==> src/fpt_pkg.sv <==
package fpt_pkg;
    // Relative byte offsets of the two descriptor words
    localparam logic [7:0] FPT_W11_BASE = 8'h28;
    localparam logic [7:0] FPT_W12_BASE = 8'h2C;
    localparam logic [7:0] FPT_W12_LAST = 8'h2F;

    // First descriptor word fields
    localparam logic [0:0] FPT_ADD_UNIT = 1'h0;
    localparam logic [3:0] FPT_ADD_CNT = 4'h0;
    localparam logic [0:0] FPT_FIRST_UNIT = 1'h1;
    localparam logic [3:0] FPT_FIRST_CNT = 4'hC;
    localparam logic [0:0] FPT_PAGE_UNIT = 1'h1;
    localparam logic [4:0] FPT_PAGE_CNT = 5'h05;
    localparam logic [3:0] FPT_PAGE_EXP = 4'h9;
    localparam logic [3:0] FPT_PGM_MULT = 4'h1;
    // Upper byte belongs to the chip-erase fields of the same word
    localparam logic [7:0] FPT_W11_TOP = 8'hD9;

    // Second descriptor word fields
    localparam logic [0:0] FPT_SUSP_NOT_SUP = 1'h0;
    localparam logic [1:0] FPT_ERS_SUSP_UNIT = 2'h2;
    localparam logic [4:0] FPT_ERS_SUSP_CNT = 5'h05;
    localparam logic [3:0] FPT_ERS_RES_CNT = 4'h1;
    localparam logic [1:0] FPT_PGM_SUSP_UNIT = 2'h2;
    localparam logic [4:0] FPT_PGM_SUSP_CNT = 5'h04;
    localparam logic [3:0] FPT_PGM_RES_CNT = 4'h1;
    localparam logic [0:0] FPT_W12_RSVD = 1'h1;
    localparam logic [3:0] FPT_ERS_PROHIB = 4'hE;
    localparam logic [3:0] FPT_PGM_PROHIB = 4'hC;

    // Expected assembled words
    localparam logic [31:0] FPT_W11_WORD = 32'hD9072591;
    localparam logic [31:0] FPT_W12_WORD = 32'h451883EC;

    // Reset value of data output
    localparam logic [7:0] FPT_DATA_RST = 8'h00;
endpackage

==> src/fpt_byte_sel.sv <==
`timescale 1ns/100ps
module fpt_byte_sel (
    input wire logic [31:0] word_i,
    input wire logic [1:0] lane_i,
    output logic [7:0] byte_o
);
    // Little-endian lanes: lane 0 is the lowest offset
    always_comb begin
        byte_o = word_i[8*lane_i +: 8];
    end
endmodule

==> src/fpt_table.sv <==
`timescale 1ns/100ps
module fpt_table
    import fpt_pkg::*;
(
    input wire logic clk_i,
    input wire logic rst_n_i,
    input wire logic rd_req_i,
    input wire logic [7:0] rd_off_i,
    output logic rd_valid_o,
    output logic [7:0] rd_data_o,
    output logic rd_hit_o
);

////////////////////////////////////////////////////////////////////////////////

    logic [31:0] word11;
    logic [31:0] word12;

    // Fields assembled from named constants so each value is checked once
    assign word11 = {FPT_W11_TOP,
                     FPT_ADD_UNIT,
                     FPT_ADD_CNT,
                     FPT_FIRST_UNIT,
                     FPT_FIRST_CNT,
                     FPT_PAGE_UNIT,
                     FPT_PAGE_CNT,
                     FPT_PAGE_EXP,
                     FPT_PGM_MULT};

    assign word12 = {FPT_SUSP_NOT_SUP,
                     FPT_ERS_SUSP_UNIT, FPT_ERS_SUSP_CNT,
                     FPT_ERS_RES_CNT,
                     FPT_PGM_SUSP_UNIT, FPT_PGM_SUSP_CNT,
                     FPT_PGM_RES_CNT,
                     FPT_W12_RSVD,
                     FPT_ERS_PROHIB,
                     FPT_PGM_PROHIB};

////////////////////////////////////////////////////////////////////////////////

    logic in_w11;
    logic in_w12;
    logic [31:0] sel_word;
    logic [7:0] sel_byte;

    assign in_w11 = (rd_off_i >= FPT_W11_BASE) && (rd_off_i < FPT_W12_BASE);
    assign in_w12 = (rd_off_i >= FPT_W12_BASE) && (rd_off_i <= FPT_W12_LAST);
    assign sel_word = in_w12 ? word12 : word11;

    fpt_byte_sel u_sel (
        .word_i(sel_word),
        .lane_i(rd_off_i[1:0]),
        .byte_o(sel_byte)
    );

////////////////////////////////////////////////////////////////////////////////

    logic rd_valid_r, rd_valid_nxt;
    logic rd_hit_r, rd_hit_nxt;
    logic [7:0] rd_data_r, rd_data_nxt;

    // Offsets outside the two words read as zero, flagged by a low hit
    always_comb begin
        rd_valid_nxt = rd_req_i;
        rd_hit_nxt = rd_hit_r;
        rd_data_nxt = rd_data_r;
        if (rd_req_i) begin
            rd_hit_nxt = in_w11 | in_w12;
            rd_data_nxt = (in_w11 | in_w12) ? sel_byte : FPT_DATA_RST;
        end
    end

    always_ff @(posedge clk_i) begin
        if (!rst_n_i) begin
            rd_valid_r <= 1'b0;
            rd_hit_r <= 1'b0;
            rd_data_r <= FPT_DATA_RST;
        end else begin
            rd_valid_r <= rd_valid_nxt;
            rd_hit_r <= rd_hit_nxt;
            rd_data_r <= rd_data_nxt;
        end
    end

    assign rd_valid_o = rd_valid_r;
    assign rd_data_o = rd_data_r;
    assign rd_hit_o = rd_hit_r;

////////////////////////////////////////////////////////////////////////////////

    chk_word11_value: assert property (@(posedge clk_i) disable iff (!rst_n_i)
        word11 == FPT_W11_WORD) else $error("word one value wrong");
    chk_word12_value: assert property (@(posedge clk_i) disable iff (!rst_n_i)
        word12 == FPT_W12_WORD) else $error("word two value wrong");
    chk_off_2b_byte: assert property (@(posedge clk_i) disable iff (!rst_n_i)
        rd_req_i && rd_off_i == 8'h2B |=> rd_valid_o && rd_data_o == 8'hD9)
        else $error("offset 2Bh byte wrong");
    chk_off_2a_byte: assert property (@(posedge clk_i) disable iff (!rst_n_i)
        rd_req_i && rd_off_i == 8'h2A |=> rd_data_o == 8'h07)
        else $error("offset 2Ah byte wrong");
    chk_off_2c_byte: assert property (@(posedge clk_i) disable iff (!rst_n_i)
        rd_req_i && rd_off_i == 8'h2C |=> rd_data_o == 8'hEC && rd_hit_o)
        else $error("offset 2Ch byte wrong");
    chk_off_2f_byte: assert property (@(posedge clk_i) disable iff (!rst_n_i)
        rd_req_i && rd_off_i == 8'h2F |=> rd_data_o == 8'h45)
        else $error("offset 2Fh byte wrong");
    chk_suspend_bit: assert property (@(posedge clk_i) disable iff (!rst_n_i)
        rd_req_i && rd_off_i == 8'h2F |=> !rd_data_o[7]) else $error("suspend bit set");
    chk_rsvd_bit: assert property (@(posedge clk_i) disable iff (!rst_n_i)
        rd_req_i && rd_off_i == 8'h2D |=> rd_data_o[0]) else $error("reserved bit low");
    chk_read_pairs: assert property (@(posedge clk_i) disable iff (!rst_n_i)
        rd_req_i ##1 rd_req_i |-> rd_valid_o [*2]) else $error("read valid lost");
    chk_miss_zero: assert property (@(posedge clk_i) disable iff (!rst_n_i)
        rd_req_i && !(in_w11 || in_w12) |=> !rd_hit_o && rd_data_o == 8'h00)
        else $error("miss data not zero");
    chk_off_28_byte: assert property (@(posedge clk_i) disable iff (!rst_n_i)
        rd_req_i && rd_off_i == 8'h28 |=> rd_data_o == 8'h91)
        else $error("offset 28h byte wrong");
    chk_off_29_byte: assert property (@(posedge clk_i) disable iff (!rst_n_i)
        rd_req_i && rd_off_i == 8'h29 |=> rd_data_o == 8'h25)
        else $error("offset 29h byte wrong");
    chk_off_2d_byte: assert property (@(posedge clk_i) disable iff (!rst_n_i)
        rd_req_i && rd_off_i == 8'h2D |=> rd_data_o == 8'h83)
        else $error("offset 2Dh byte wrong");
    chk_off_2e_byte: assert property (@(posedge clk_i) disable iff (!rst_n_i)
        rd_req_i && rd_off_i == 8'h2E |=> rd_data_o == 8'h18)
        else $error("offset 2Eh byte wrong");
    chk_hit_in_range: assert property (@(posedge clk_i) disable iff (!rst_n_i)
        rd_req_i && (in_w11 || in_w12) |=> rd_valid_o && rd_hit_o)
        else $error("table hit lost");
    chk_idle_no_valid: assert property (@(posedge clk_i) disable iff (!rst_n_i)
        !rd_req_i |=> !rd_valid_o) else $error("valid without request");
    // Host may collect the byte late, so it must not move without a request
    chk_idle_data_holds: assert property (@(posedge clk_i) disable iff (!rst_n_i)
        !rd_req_i |=> $stable(rd_data_o) && $stable(rd_hit_o))
        else $error("held byte changed");

    cov_read_w11: cover property (@(posedge clk_i) disable iff (!rst_n_i)
        rd_req_i && in_w11);
    cov_read_w12: cover property (@(posedge clk_i) disable iff (!rst_n_i)
        rd_req_i && in_w12);
    cov_read_miss: cover property (@(posedge clk_i) disable iff (!rst_n_i)
        rd_req_i && !(in_w11 || in_w12));
    cov_back_to_back: cover property (@(posedge clk_i) disable iff (!rst_n_i)
        rd_req_i ##1 rd_req_i ##1 rd_req_i);
endmodule

==> config.mk <==
export PLATFORM = sky130hd
export DESIGN_NAME = fpt_table
export DESIGN_NICKNAME = d
export VERILOG_FILES = /design/src/fpt_pkg.sv /design/src/fpt_byte_sel.sv /design/src/fpt_table.sv
export SDC_FILE = /design/constraint.sdc
export NUM_CORES = 1
export LEC_CHECK = 0
export BUFFER_PORTS_ARGS = -buffer_cell sky130_fd_sc_hd__buf_4
export CAP_MARGIN = 20
export CORE_AREA = 10 10 47 49
export CTS_BUF_LIST = sky130_fd_sc_hd__clkbuf_8
export CTS_CLUSTER_DIAMETER = 100
export DETAILED_ROUTE_END_ITERATION = 8
export DIE_AREA = 0 0 57 59
export PLACE_DENSITY = 0.74
export SYNTH_ARGS = -nofsm -noshare
export SYNTH_HDL_FRONTEND = slang
export SYNTH_SLANG_ARGS = --single-unit
==> constraint.sdc <==
create_clock -name clk_i -period 2.3 [get_ports clk_i]
set_input_delay 0.46 -clock clk_i [delete_from_list [all_inputs] [get_ports clk_i]]
set_output_delay 0.46 -clock clk_i [all_outputs]
set_load 0.03 [all_outputs]
=== After elaboration in Yosys (flattened, before gate mapping) ===
Index checks and enable logic that the tools add are counted.

* Muxes and demuxes: 2
* Shift operators: 1
* Bitwise gates (word level): 1
* Reduce and logical (&&, ||, !) cells: 2
* $lt $le $gt $ge: 4

{| class="wikitable"
|+ Operators by type and width
! kind !! number
|-
| $mux W32 || 1
|-
| $shiftx A32 B6 Y8 || 1
|-
| $ge A8 B6 Y1 const B || 2
|-
| $le A8 B6 Y1 const B || 1
|-
| $lt A8 B6 Y1 const B || 1
|-
| $mux W8 || 1
|-
| $logic_and A1 B1 Y1 || 2
|-
| $or A1 B1 Y1 || 1
|}

* Input port bits: 11
* Register bits after elaboration: 10
* Logic and storage cells: 13
* Output and inout bits: 10

=== Logic depth before layout (Yosys ltp) ===
Gate-level depths: netlist of run 1.

* Depth after elaboration: 5
* Depth in mapped cells: 7
* Mapped depth without buffers: 7

=== Modules after synthesis ===
From an unflattened synthesis of run 1, not the netlist that was laid out.

* Cell total of the unflattened synthesis: 57
* Area total of the unflattened synthesis: 656.9 um^2

{| class="wikitable"
|+ By module, submodules not included
! module !! sequential area each (um^2) !! times used !! cells each !! area an instance (um^2)
|-
| fpt_table || 200.2 || 1 || 47 || 460.4
|-
| fpt_byte_sel || 0.0 || 1 || 10 || 196.4
|}

=== Least setup slack after synthesis of run 1 ===
No wires, ideal clock.

* Path type: input port to flip-flop
* Start point: input port rd_off_i[7]
* End point: register rd_data_r[1], in the netlist rd_data_o[1]
* Stages on the path: 6
* Library setup time: 0.118 ns
* Arrival time: 1.596 ns
* Path buffers: 0
* Path slack: 0.586 ns
* Required time: 2.182 ns
* Cells stage by stage: nor4b_4 > nand3_1 > ha_1 > mux2_1 > nand2_1 > o21ai_1

* Longest elaborated chain between the ends: 5
* Elaborated cells between the ends (all ways): 10
* Those cells by class: 4 x order compare; 1 x shift; 2 x mux; 1 x bitwise; 2 x reduce/logical

{| class="wikitable"
|+ Ends and longest elaborated chain
! what !! RTL line !! RTL
|-
| start: declaration || fpt_table.sv:8 || <nowiki>input wire logic [7:0] rd_off_i,</nowiki>
|-
| $ge A8 B6 Y1 / $le A8 B6 Y1 (equally long branches) || fpt_table.sv:47 || <nowiki>assign in_w12 = (rd_off_i >= FPT_W12_BASE) && (rd_off_i <= FPT_W12_LAST);</nowiki>
|-
| $logic_and A1 B1 Y1 || fpt_table.sv:47 ||
|-
| $mux W32 || fpt_table.sv:48 || <nowiki>assign sel_word = in_w12 ? word12 : word11;</nowiki>
|-
| $shiftx A32 B6 Y8 || fpt_byte_sel.sv:9 || <nowiki>byte_o = word_i[8*lane_i +: 8];</nowiki>
|-
| $mux W8 * || fpt_table.sv:69 || <nowiki>rd_data_nxt = (in_w11 | in_w12) ? sel_byte : FPT_DATA_RST;</nowiki>
|-
| end signal: assignment || fpt_table.sv:81 || <nowiki>rd_data_r <= rd_data_nxt;</nowiki>
|-
| end: declaration || fpt_table.sv:60 || <nowiki>logic [7:0] rd_data_r, rd_data_nxt;</nowiki>
|}

Mark *: on every way between the ends. The rest lies on a longest branch, timed or not.
A chain may end at the register's enable or synchronous reset.

=== Worst setup path after layout of run 1 ===
* Start point: input port rd_off_i[7]
* End point: register rd_data_r[5], in the netlist rd_data_o[5]

Same word-level chain as after synthesis.

==> impl_metrics.csv, run 1 <==
group,metric,value,unit
run_status,status,"finished, final reports clean",
logic_synthesis,synth_area,557,sq um
layout,final_cell_area,759,sq um
logic_synthesis,synth_area_leaders,"dfxtp_1 36%, ha_1 13%, nand3b_1 9.4%, o21ai_1 7.2%, nor2b_1 4.5%",
placement,gp_congestion,0.750,
clock_tree,cts_setup_buffers,0,
layout,final_nets,99,
hold_path,hold_path_startpoint,"rd_data_o[1]",
logic_synthesis,seq_area_frac_synth,36.0,%
hold_path,worstHoldEndpoint,"rd_data_o[1]",
power_and_ir_drop,power.density,529,nW/um^2
timing,fin_skew,0,ns
logic_synthesis,synth_top_cell_by_area,"dfxtp_1",
global_route,grt_pass1_vias,485,
worst_setup_path,required,2.47,ns
timing,hold_slack,0.472,ns
logic_synthesis,synth_ff_type,"dfxtp_1",
placement,post-dp-hpwl,1030,um
worst_setup_path,path_cells,"buf_4 -> nor4b_4 -> nand3_1 -> ha_1 -> nor2_1 -> nand4_1 -> a21boi_1",
clock_tree,cts_tree,"done",
job,maxCapViolCount,0,
worst_setup_path,crit_type,"input port to flop",
clock_tree,clockBufferDepth,2,
timing,setup_slack,0.579,ns
worst_setup_path,r2r-start,"rd_hit_o",
detailed_routing,ant_nets,0,
hold_path,min_path_cells,2,
placement,pre_cts_ws,0.349,ns
power_and_ir_drop,p_leak,0.333,nW
clock_tree,ctsResizeCount,0,
clock_tree,insertion_delay,0.23,ns
logic_synthesis,synth_edf_count,0,
worst_setup_path,path_max_fanout,4,
worst_setup_path,critPathSlowestCell,"nor4b_4",
floorplan,core_area,1400,sq um
logic_synthesis,yosysUniqueCellTypes,19,
floorplan,start_util,39.7,%
timing,rsz0062_at_grt,"false",
layout,final_core_util,54.2,%
timing,relSlewSlack,78.6,%
worst_setup_path,reg2regPathDepth,2,
detailed_routing,drt-vias-per-instance,4.94,
logic_synthesis,async_reset_ff_share,0,%
layout,antennaDiodeCount,0,
timing,hold_violations,0,
worst_setup_path,rrSetupSlack,1.72,ns
logic_synthesis,syn_area_per_cell,9.44,sq um
worst_setup_path,end_kind,"flop",
timing,fmax,0.581,GHz
floorplan,dieArea,3360,sq um
floorplan,die_x,57,um
clock_tree,htreeDepth,1,
layout,fillerInstances,153,
detailed_routing,drt_iter0_drc,5,
worst_setup_path,cp.arrival,1.89,ns
timing,worstMarginPinSlew,0.320,ns
worst_setup_path,rr_endpoint,"rd_hit_o",
timing,period_needed,1.72,ns
clock_tree,cts_buffers,3,
worst_setup_path,worst_setup_path_start_kind,"input port",
timing,setup_viol_count_final,0,
timing,fin_crit_sh,74.8,%
global_route,grt_pass1_wl,2110,um
worst_setup_path,crit_family,"simple AND/OR/NAND/NOR gates",
detailed_routing,wl,1280,um
detailed_routing,vias,474,
detailed_routing,wl_per_cell,13.3,um
logic_synthesis,syn_nets,76,
logic_synthesis,synthCells,59,
layout,area_delta_synth_final,36.4,%
placement,postPlaceCellArea,718,sq um
logic_synthesis,synth_commonest_cells,"10 x dfxtp_1, 8 x o21ai_1, 7 x nand3b_1",
logic_synthesis,ys_ff_latch,10,
global_route,antenna_found_initial,0,
floorplan,num_rows,14,
logic_synthesis,yosys.area.top_type_share,36.0,%
clock_tree,clk_pin_slew,0.04,ns
timing,finalSetupTns,0,ns
placement,io_buffers,20,
clock_tree,root_buffer,"clkbuf_8",
global_route,track_usage,8.03,%
clock_tree,clkSinkCount,10,
global_route,globalRouteOverflowTotal,0,
floorplan,die_h,59,um
hold_path,hp-class,"flop to flop",
logic_synthesis,yosysMostFrequentCell,"dfxtp_1",
detailed_routing,dr.pass1.iters,2,
timing,drv_slew,0,
layout,drive_gt1_share,31.3,%
logic_synthesis,ys_warn_count,0,
clock_tree,hold_buffers,0,
global_route,grt_max_degree,18,
detailed_routing,drc,0,
worst_setup_path,worst-path-buf-inv,1,
worst_setup_path,slowest_delay,0.36,ns
power_and_ir_drop,vdd_ir_drop_max,0.225,mV
floorplan,io_pins,21,
## layer usage
layer / track usage (%) / wire length (um) / vias to the layer above / part of all wire [%]
li1: - / - / 248 / -
met1: 7.22 / 517 / 213 / 40
met2: 14.1 / 679 / 11 / 53
met3: 2.79 / 59 / 2 / 4.6
met4: 7.05 / 23 / 0 / 1.8
met5: 0 / 0 / - / 0
## worst min-delay path, delay by kind of cell (launching register included)
family,cells,cell delay [ns]
AO/OA/AOI/OAI,1,0.05
flip-flops,1,0.30
AND/OR/NAND/NOR,1,0.07
## flip-flops by register name, indices dropped and copies added (netlist names)
signal and count:
rd_data_o 8, rd_hit_o 1, rd_valid_o 1
## worst max path at each step
| stage | slack, ns | depth (start not counted) | from | end |
|---|---|---|---|---|
| floorplan | 0.59 | 6 | rd_off_i[7] | rd_data_o[1] |
| global placement | 0.37 | 7 | rd_off_i[7] | rd_data_o[5] |
| detailed placement | 0.35 | 7 | rd_off_i[7] | rd_data_o[1] |
| CTS | 0.59 | 7 | rd_off_i[7] | rd_data_o[1] |
| global route | 0.47 | 7 | rd_off_i[7] | rd_data_o[5] |
| finish | 0.58 | 7 | rd_off_i[7] | rd_data_o[5] |
## logic make-up (layout without fill, tap and decap cells)
| logic type | count (synthesis) | after routing | synth area share (%) |
|---|---|---|---|
| and+or+nand+nor | 24 | 24 | 32.1 |
| AOI/OAI and AO/OA | 14 | 14 | 13.5 |
| DFF | 10 | 10 | 36.0 |
| adders and majority gates | 6 | 6 | 13.5 |
| buffers and inverters | 4 | 25 | 2.92 |
| muxes | 1 | 1 | 2.02 |
## report_power, final
part | switching (mW) | internal (mW)
clock | 0.0610 | 0.114
sequential | 0.000666 | 0.176
combinational | 0.0253 | 0.0250
total | 0.0870 | 0.315
## metrics by stage
| stage | std cells | total power [mW] |
|---|---|---|
| after floorplan | 59 | 0.205 |
| after global placement | 93 | 0.229 |
| after detailed placement | 93 | 0.230 |
| after CTS | 96 | 0.410 |
| after global routing | 96 | 0.422 |
| final | 96 | 0.402 |
## cells in the final DEF (no fill, tap or decap), drive strengths merged
cell / synthesis / layout
mux2: 1 / 1
nor4b: 1 / 1
and2: 3 / 3
o21ai: 12 / 12
a21boi: 2 / 2
nor2b: 4 / 4
nand3: 2 / 2
nand2b: 3 / 3
nand2: 1 / 1
dfxtp: 10 / 10
ha: 6 / 6
nand3b: 7 / 7
nand4: 1 / 1
clkbuf: 1 / 3
nor2: 2 / 2
buf: 1 / 20
inv: 2 / 2
## cell type report
cell class                      instances  area, sq um  share of cell area [%]
Inverter                                2         7.51                   0.988
Timing Repair Buffer                   20          150                    19.8
Multi-Input combinational cell         45          340                    44.8
Tap cell                               16         20.0                    2.64
Clock buffer                            3         41.3                    5.44
Sequential cell                        10          200                    26.4
Power figures use the tool's default switching activity.
==> run 2: changes to the inputs <==
--- a/config.mk
+++ b/config.mk
@@ -5,14 +5,15 @@
 export SDC_FILE = /design/constraint.sdc
 export NUM_CORES = 1
 export LEC_CHECK = 0
+export ABC_AREA = 1
 export BUFFER_PORTS_ARGS = -buffer_cell sky130_fd_sc_hd__buf_4
 export CAP_MARGIN = 20
-export CORE_AREA = 10 10 47 49
+export CORE_MARGIN = 10
+export CORE_UTILIZATION = 45
 export CTS_BUF_LIST = sky130_fd_sc_hd__clkbuf_8
 export CTS_CLUSTER_DIAMETER = 100
 export DETAILED_ROUTE_END_ITERATION = 8
-export DIE_AREA = 0 0 57 59
-export PLACE_DENSITY = 0.74
+export PLACE_DENSITY = 0.8
 export SYNTH_ARGS = -nofsm -noshare
 export SYNTH_HDL_FRONTEND = slang
 export SYNTH_SLANG_ARGS = --single-unit
==> constraint.sdc (replaced) <==
create_clock -name clk_i -period 1.5 [get_ports clk_i]
set_input_delay 0.3 -clock clk_i [delete_from_list [all_inputs] [get_ports clk_i]]
set_output_delay 0.3 -clock clk_i [all_outputs]
set_load 0.03 [all_outputs]
==> run 2 against run 1 <==
Net effect: first-iteration DRC count rose by 60%; sequential power rose by 53%; critical path depth rose by 4; synthesized cell count rose by 44%; worst hold slack worse by 0.21 ns; final area is 6.9% higher; largest power group is now clock.
==> impl_metrics.csv, run 2 <==
group,metric,value,unit
layout,fillerInstances,110,
logic_synthesis,ys_warn_count,0,
layout,instances_no_fill,123,
global_route,met2_usage,16.9,%
detailed_routing,drc,0,
logic_synthesis,async_reset_ff_share,0,%
logic_synthesis,synth_edf_count,0,
logic_synthesis,synth_commonest_cells,"18 x nand2_1, 14 x inv_1, 14 x nor2_1",
timing,rsz0062_at_grt,"false",
worst_setup_path,cp.arrival,1.56,ns
worst_setup_path,path_max_fanout,4,
clock_tree,cts_buffers,3,
logic_synthesis,synth_area,584,sq um
power_and_ir_drop,vdd_ir_drop_max,0.551,mV
layout,final_common_cell,"buf_4",
logic_synthesis,synth_area_leaders,"dfxtp_1 34%, ha_1 13%, nand2_1 12%, inv_1 9.0%, nor2_1 9.0%",
hold_path,hold_path_startpoint,"rst_n_i",
detailed_routing,drt-vias-per-instance,4.71,
global_route,grt_max_degree,12,
layout,area_delta_synth_final,39.0,%
detailed_routing,vias,579,
timing,setup_viol_count_final,0,
global_route,grt_busiest_layer,"met2",
hold_path,min_path_cells,3,
power_and_ir_drop,p_leak,0.420,nW
logic_synthesis,synthCells,85,
placement,post-dp-hpwl,1130,um
worst_setup_path,required,1.67,ns
layout,largest_register_ffs,8,
floorplan,io_pins,21,
logic_synthesis,yosys.area.top_type_share,34.3,%
detailed_routing,ant_nets,0,
detailed_routing,wl_per_cell,11.6,um
timing,hold_slack,0.259,ns
global_route,met1_usage,8.65,%
job,maxCapViolCount,0,
worst_setup_path,end_kind,"flop",
floorplan,core_area,1170,sq um
logic_synthesis,seq_area_frac_synth,34.3,%
worst_setup_path,crit_type,"input port to flop",
placement,gp_congestion,0.853,
global_route,grt_pass1_vias,597,
worst_setup_path,rrSetupSlack,0.84,ns
placement,placed_cells,119,
placement,io_buffers,20,
layout,drive_gt1_share,28.4,%
floorplan,die_h,56.0,um
logic_synthesis,yosysMostFrequentCell,"nand2_1",
layout,antennaDiodeCount,0,
timing,fin_crit_sh,92.5,%
layout,final_cell_area,812,sq um
logic_synthesis,yosysUniqueCellTypes,15,
detailed_routing,drt_iter0_drc,8,
global_route,grt.met3_usage,4.78,%
clock_tree,root_buffer,"clkbuf_8",
logic_synthesis,synth_ff_type,"dfxtp_1",
detailed_routing,wl,1420,um
layout,final_core_util,69.3,%
timing,fmax,0.720,GHz
floorplan,num_rows,12,
floorplan,start_util,49.9,%
placement,postPlaceCellArea,752,sq um
worst_setup_path,reg2regPathDepth,4,
worst_setup_path,r2r-start,"rd_data_o[3]",
logic_synthesis,syn_nets,102,
power_and_ir_drop,power.density,858,nW/um^2
detailed_routing,dr.pass1.iters,4,
worst_setup_path,rr_endpoint,"rd_data_o[3]",
timing,hold_violations,0,
logic_synthesis,syn_area_per_cell,6.87,sq um
timing,relSlewSlack,83.6,%
global_route,grt_pass1_wl,2440,um
floorplan,dieArea,3140,sq um
clock_tree,htreeDepth,1,
layout,final_cell_mix,"22 x buf_4, 18 x nand2_1, 14 x inv_1, 14 x nor2_1, 10 x dfxtp_1",
clock_tree,clk_pin_slew,0.05,ns
timing,fin_skew,0,ns
power_and_ir_drop,finalPower,696,uW
clock_tree,cts_tree,"done",
logic_synthesis,synth_top_cell_by_area,"dfxtp_1",
floorplan,die_x,56.0,um
timing,worstMarginPinSlew,0.245,ns
layout,final_nets,127,
global_route,antenna_found_initial,0,
clock_tree,clockBufferDepth,2,
timing,drv_slew,0,
worst_setup_path,worst_setup_path_start_kind,"input port",
global_route,track_usage,9.28,%
clock_tree,insertion_delay,0.24,ns
clock_tree,clkSinkCount,10,
run_status,status,"finished, final reports clean",
logic_synthesis,ys_ff_latch,10,
hold_path,worstHoldEndpoint,"rd_valid_o",
global_route,globalRouteOverflowTotal,0,
timing,period_needed,1.39,ns
hold_path,hp-class,"input port to flop",
==> run 2: cell types whose count changed after synthesis, moves of 3 or more <==
cell | previous run | this run
nand2_1 | 1 | 18
inv_1 | 2 | 14
nand3b_1 | 7 | 0
nand2b_1 | 3 | 0
nor2_1 | 2 | 14
nor2b_1 | 4 | 0
and2_1 | 3 | 0
o21ai_1 | 8 | 2
a21oi_1 | 0 | 6
nand4_1 | 1 | 5
==> run 2: how the worst max path moves through the flow <==
| stage | slack, ns | from | end |
|---|---|---|---|
| final | 0.11 | rd_off_i[4] | rd_data_o[3] |
| after global routing | 0.01 | rd_off_i[4] | rd_data_o[4] |
| after CTS | 0.05 | rd_off_i[4] | rd_data_o[3] |
| after detailed placement | -0.14 | rd_off_i[4] | rd_data_o[4] |
| after global placement | -0.06 | rd_off_i[4] | rd_data_o[4] |
| after floorplan | 0.08 | rd_off_i[4] | rd_data_o[5] |
==> run 2: final cells by class <==
type                    count  area, sq um  share of cell area, %
multi-input cells          56          310                   38.2
well taps                  14         17.5                   2.16
clock buffers               4         55.1                   6.78
repair buffers             22          165                   20.3
inverters                  17         63.8                   7.86
flip-flops and latches     10          200                   24.7
==> run 2: per-stage QoR <==
stage / setup WS [ns] / setup TNS, ns
after floorplan: 0.0803 / 0
after global placement: -0.0600 / -0.190
after detailed placement: -0.141 / -0.616
after CTS: 0.0459 / 0
after global routing: 0.0142 / 0
final: 0.112 / 0
==> run 2: logic make-up after synthesis <==
family / synth area share [%]
AND/OR/NAND/NOR: 30.8
buffers and inverters: 13.5
AO/OA/AOI/OAI: 8.57
flip-flops: 34.3
adder cells (fa/ha/maj): 12.8
==> run 2: critical path: stages <==
cell	delay, ns
buf_4	0.11
inv_1	0.04
nand2_1	0.08
nor2_4	0.13
nand3_2	0.11
ha_1	0.33
nand2_1	0.08
o21ai_0	0.08
nor2_1	0.14
nor2_1	0.06
nor2_1	0.09
==> run 2: what timing repair did <==
item | in CTS | in global routing
endpoints found under the setup margin | 0 | 4
setup buffers | 0 | 0
hold buffers | 0 | 0
resized for setup | 0 | 1
==> run 2: layer usage <==
layer	vias to the layer above	routed length, um
li1	310	-
met3	4	75
met1	255	581
met2	10	745
met4	0	21
met5	-	0
==> run 2: report_power, final <==
part	switching, mW	internal [mW]
logic	0.0491	0.0348
registers	0.000992	0.269
clock network	0.111	0.231
==> run 3: changes to the inputs <==
--- a/config.mk
+++ b/config.mk
@@ -10,7 +10,7 @@
 export CAP_MARGIN = 20
 export CORE_MARGIN = 10
 export CORE_UTILIZATION = 45
-export CTS_BUF_LIST = sky130_fd_sc_hd__clkbuf_8
+export CTS_BUF_LIST = sky130_fd_sc_hd__clkbuf_2 sky130_fd_sc_hd__clkbuf_4 sky130_fd_sc_hd__clkbuf_8
 export CTS_CLUSTER_DIAMETER = 100
 export DETAILED_ROUTE_END_ITERATION = 8
 export PLACE_DENSITY = 0.8
==> run 3 against run 2 <==
Net effect: critical path depth did not move; final area decreased by 2.3%; largest power group is now sequential cells; via count grew 0.35%; critical endpoint is now rd_data_o[4]; largest cell class unchanged.
==> impl_metrics.csv, run 3 (synthesized netlist as in run 2, its figures left out) <==
group,metric,value,unit
run_status,status,"finished, final reports clean",
power_and_ir_drop,p_leak,0.412,nW
worst_setup_path,cp-startpoint,"rd_off_i[4]",
detailed_routing,wl_per_cell,11.7,um
detailed_routing,vias,581,
timing,setup_slack,0.195,ns
worst_setup_path,path_max_fanout,4,
global_route,grt_pass1_wl,2450,um
timing,rsz0062_at_grt,"false",
worst_setup_path,reg2regPathDepth,4,
clock_tree,cts_setup_buffers,0,
layout,area_delta_synth_final,35.8,%
hold_path,hp-class,"input port to flop",
floorplan,io_pins,21,
clock_tree,clockBufferDepth,2,
layout,final_common_cell,"buf_4",
worst_setup_path,r2r-start,"rd_data_o[3]",
detailed_routing,drt_iter0_drc,3,
timing,worstMarginPinSlew,0.242,ns
detailed_routing,drt-vias-per-instance,4.72,
worst_setup_path,cp.arrival,1.51,ns
timing,relSlewSlack,83.8,%
global_route,grt_pass1_vias,585,
power_and_ir_drop,finalPower,600,uW
clock_tree,cts_buffers,3,
worst_setup_path,required,1.70,ns
timing,hold_violations,0,
timing,period_needed,1.31,ns
clock_tree,clk_pin_slew,0.07,ns
job,maxCapViolCount,0,
floorplan,core_area,1170,sq um
worst_setup_path,worst_setup_path_start_kind,"input port",
timing,fin_crit_sh,87.0,%
global_route,grt_max_degree,12,
global_route,globalRouteOverflowTotal,0,
clock_tree,hold_buffers,0,
power_and_ir_drop,power.density,757,nW/um^2
worst_setup_path,slowest_delay,0.33,ns
floorplan,die_x,56.0,um
detailed_routing,ant_nets,0,
layout,drive_gt1_share,28.4,%
worst_setup_path,path_cells,"buf_4 -> inv_1 -> nand2_1 -> nor2_4 -> nand3_2 -> ha_1 -> nand2_1 -> o21ai_0 -> nor2_1 -> nor2_1 -> nor2_1",
timing,drv_slew,0,
layout,final_cell_mix,"22 x buf_4, 18 x nand2_1, 14 x inv_1, 14 x nor2_1, 10 x dfxtp_1",
layout,final_nets,127,
placement,io_buffers,20,
floorplan,die_h,56.0,um
power_and_ir_drop,vdd_ir_drop_max,0.584,mV
layout,antennaDiodeCount,0,
placement,gp_congestion,0.853,
worst_setup_path,critPathSlowestCell,"ha_1",
layout,largest_register_ffs,8,
clock_tree,htreeDepth,1,
placement,post-dp-hpwl,1130,um
placement,pre_cts_ws,-0.141,ns
global_route,antenna_found_initial,0,
worst_setup_path,crit_type,"input port to flop",
global_route,track_usage,9.36,%
clock_tree,insertion_delay,0.27,ns
clock_tree,root_buffer,"clkbuf_4",
clock_tree,ctsResizeCount,0,
detailed_routing,wl,1440,um
timing,fmax,0.766,GHz
detailed_routing,dr.pass1.iters,6,
timing,hold_slack,0.223,ns
worst_setup_path,end_kind,"flop",
timing,setup_viol_count_final,0,
worst_setup_path,worst_path_most_repeated_cell,"nor2_1",
clock_tree,cts_tree,"done",
hold_path,hold_path_startpoint,"rst_n_i",
floorplan,dieArea,3140,sq um
floorplan,start_util,49.9,%
floorplan,num_rows,12,
hold_path,min_path_cells,3,
timing,fin_skew,0,ns
detailed_routing,drc,0,
clock_tree,clkSinkCount,10,
## run 3: cell types whose count changed in the layout (fill, tap and decap cells not counted)
cell	previous run	this run
clkbuf_8	4	1
clkbuf_4	0	3
## run 3: area by class of cell
| type | instances | area, sq um |
|---|---|---|
| Fill cell | 115 | 378 |
| Multi-Input combinational cell | 56 | 310 |
| Sequential cell | 10 | 200 |
| Timing Repair Buffer | 22 | 165 |
| Inverter | 17 | 63.8 |
| Clock buffer | 4 | 36.3 |
| Tap cell | 14 | 17.5 |
## run 3: per-layer routing
layer	up-vias	track usage, %	wire length, um
li1	311	-	-
met1	255	8.64	577
met2	13	16.7	767
met3	2	5.47	85
met4	0	3.07	6
met5	-	0	0
## run 3: power by group
| part | leakage [nW] | switching [mW] | internal [mW] |
|---|---|---|---|
| clock | 0.0210 | 0.0998 | 0.148 |
| combinational | 0.310 | 0.0494 | 0.0348 |
| sequential | 0.0809 | 0.00101 | 0.268 |
| total | 0.412 | 0.150 | 0.450 |
## run 3: critical path: cells and delay by family
kind | cells | cell delay, ns
buffers and inverters | 2 | 0.15
AOI/OAI and AO/OA | 1 | 0.08
adders and majority gates | 1 | 0.33
and+or+nand+nor | 7 | 0.64
## run 3: through the flow
| step | area (sq um) | utilization [%] | setup TNS (ns) | instances |
|---|---|---|---|---|
| 6_report | 793 | 67.7 | 0 | 123 |
| 3_5_place_dp | 752 | 64.2 | -0.616 | 119 |
| 2_1_floorplan | 584 | - | 0 | 85 |
| 5_1_grt | 793 | 67.7 | 0 | 123 |
| 4_1_cts | 788 | 67.3 | 0 | 123 |
| 3_3_place_gp | 752 | 64.2 | -0.190 | 119 |
## run 3: worst paths after layout
path	end	slack (ns)
max	rd_data_o[4]	0.19
min	rd_valid_o	0.22
min reg2reg	rd_data_o[5]	0.47
max reg2reg	rd_data_o[3]	0.85
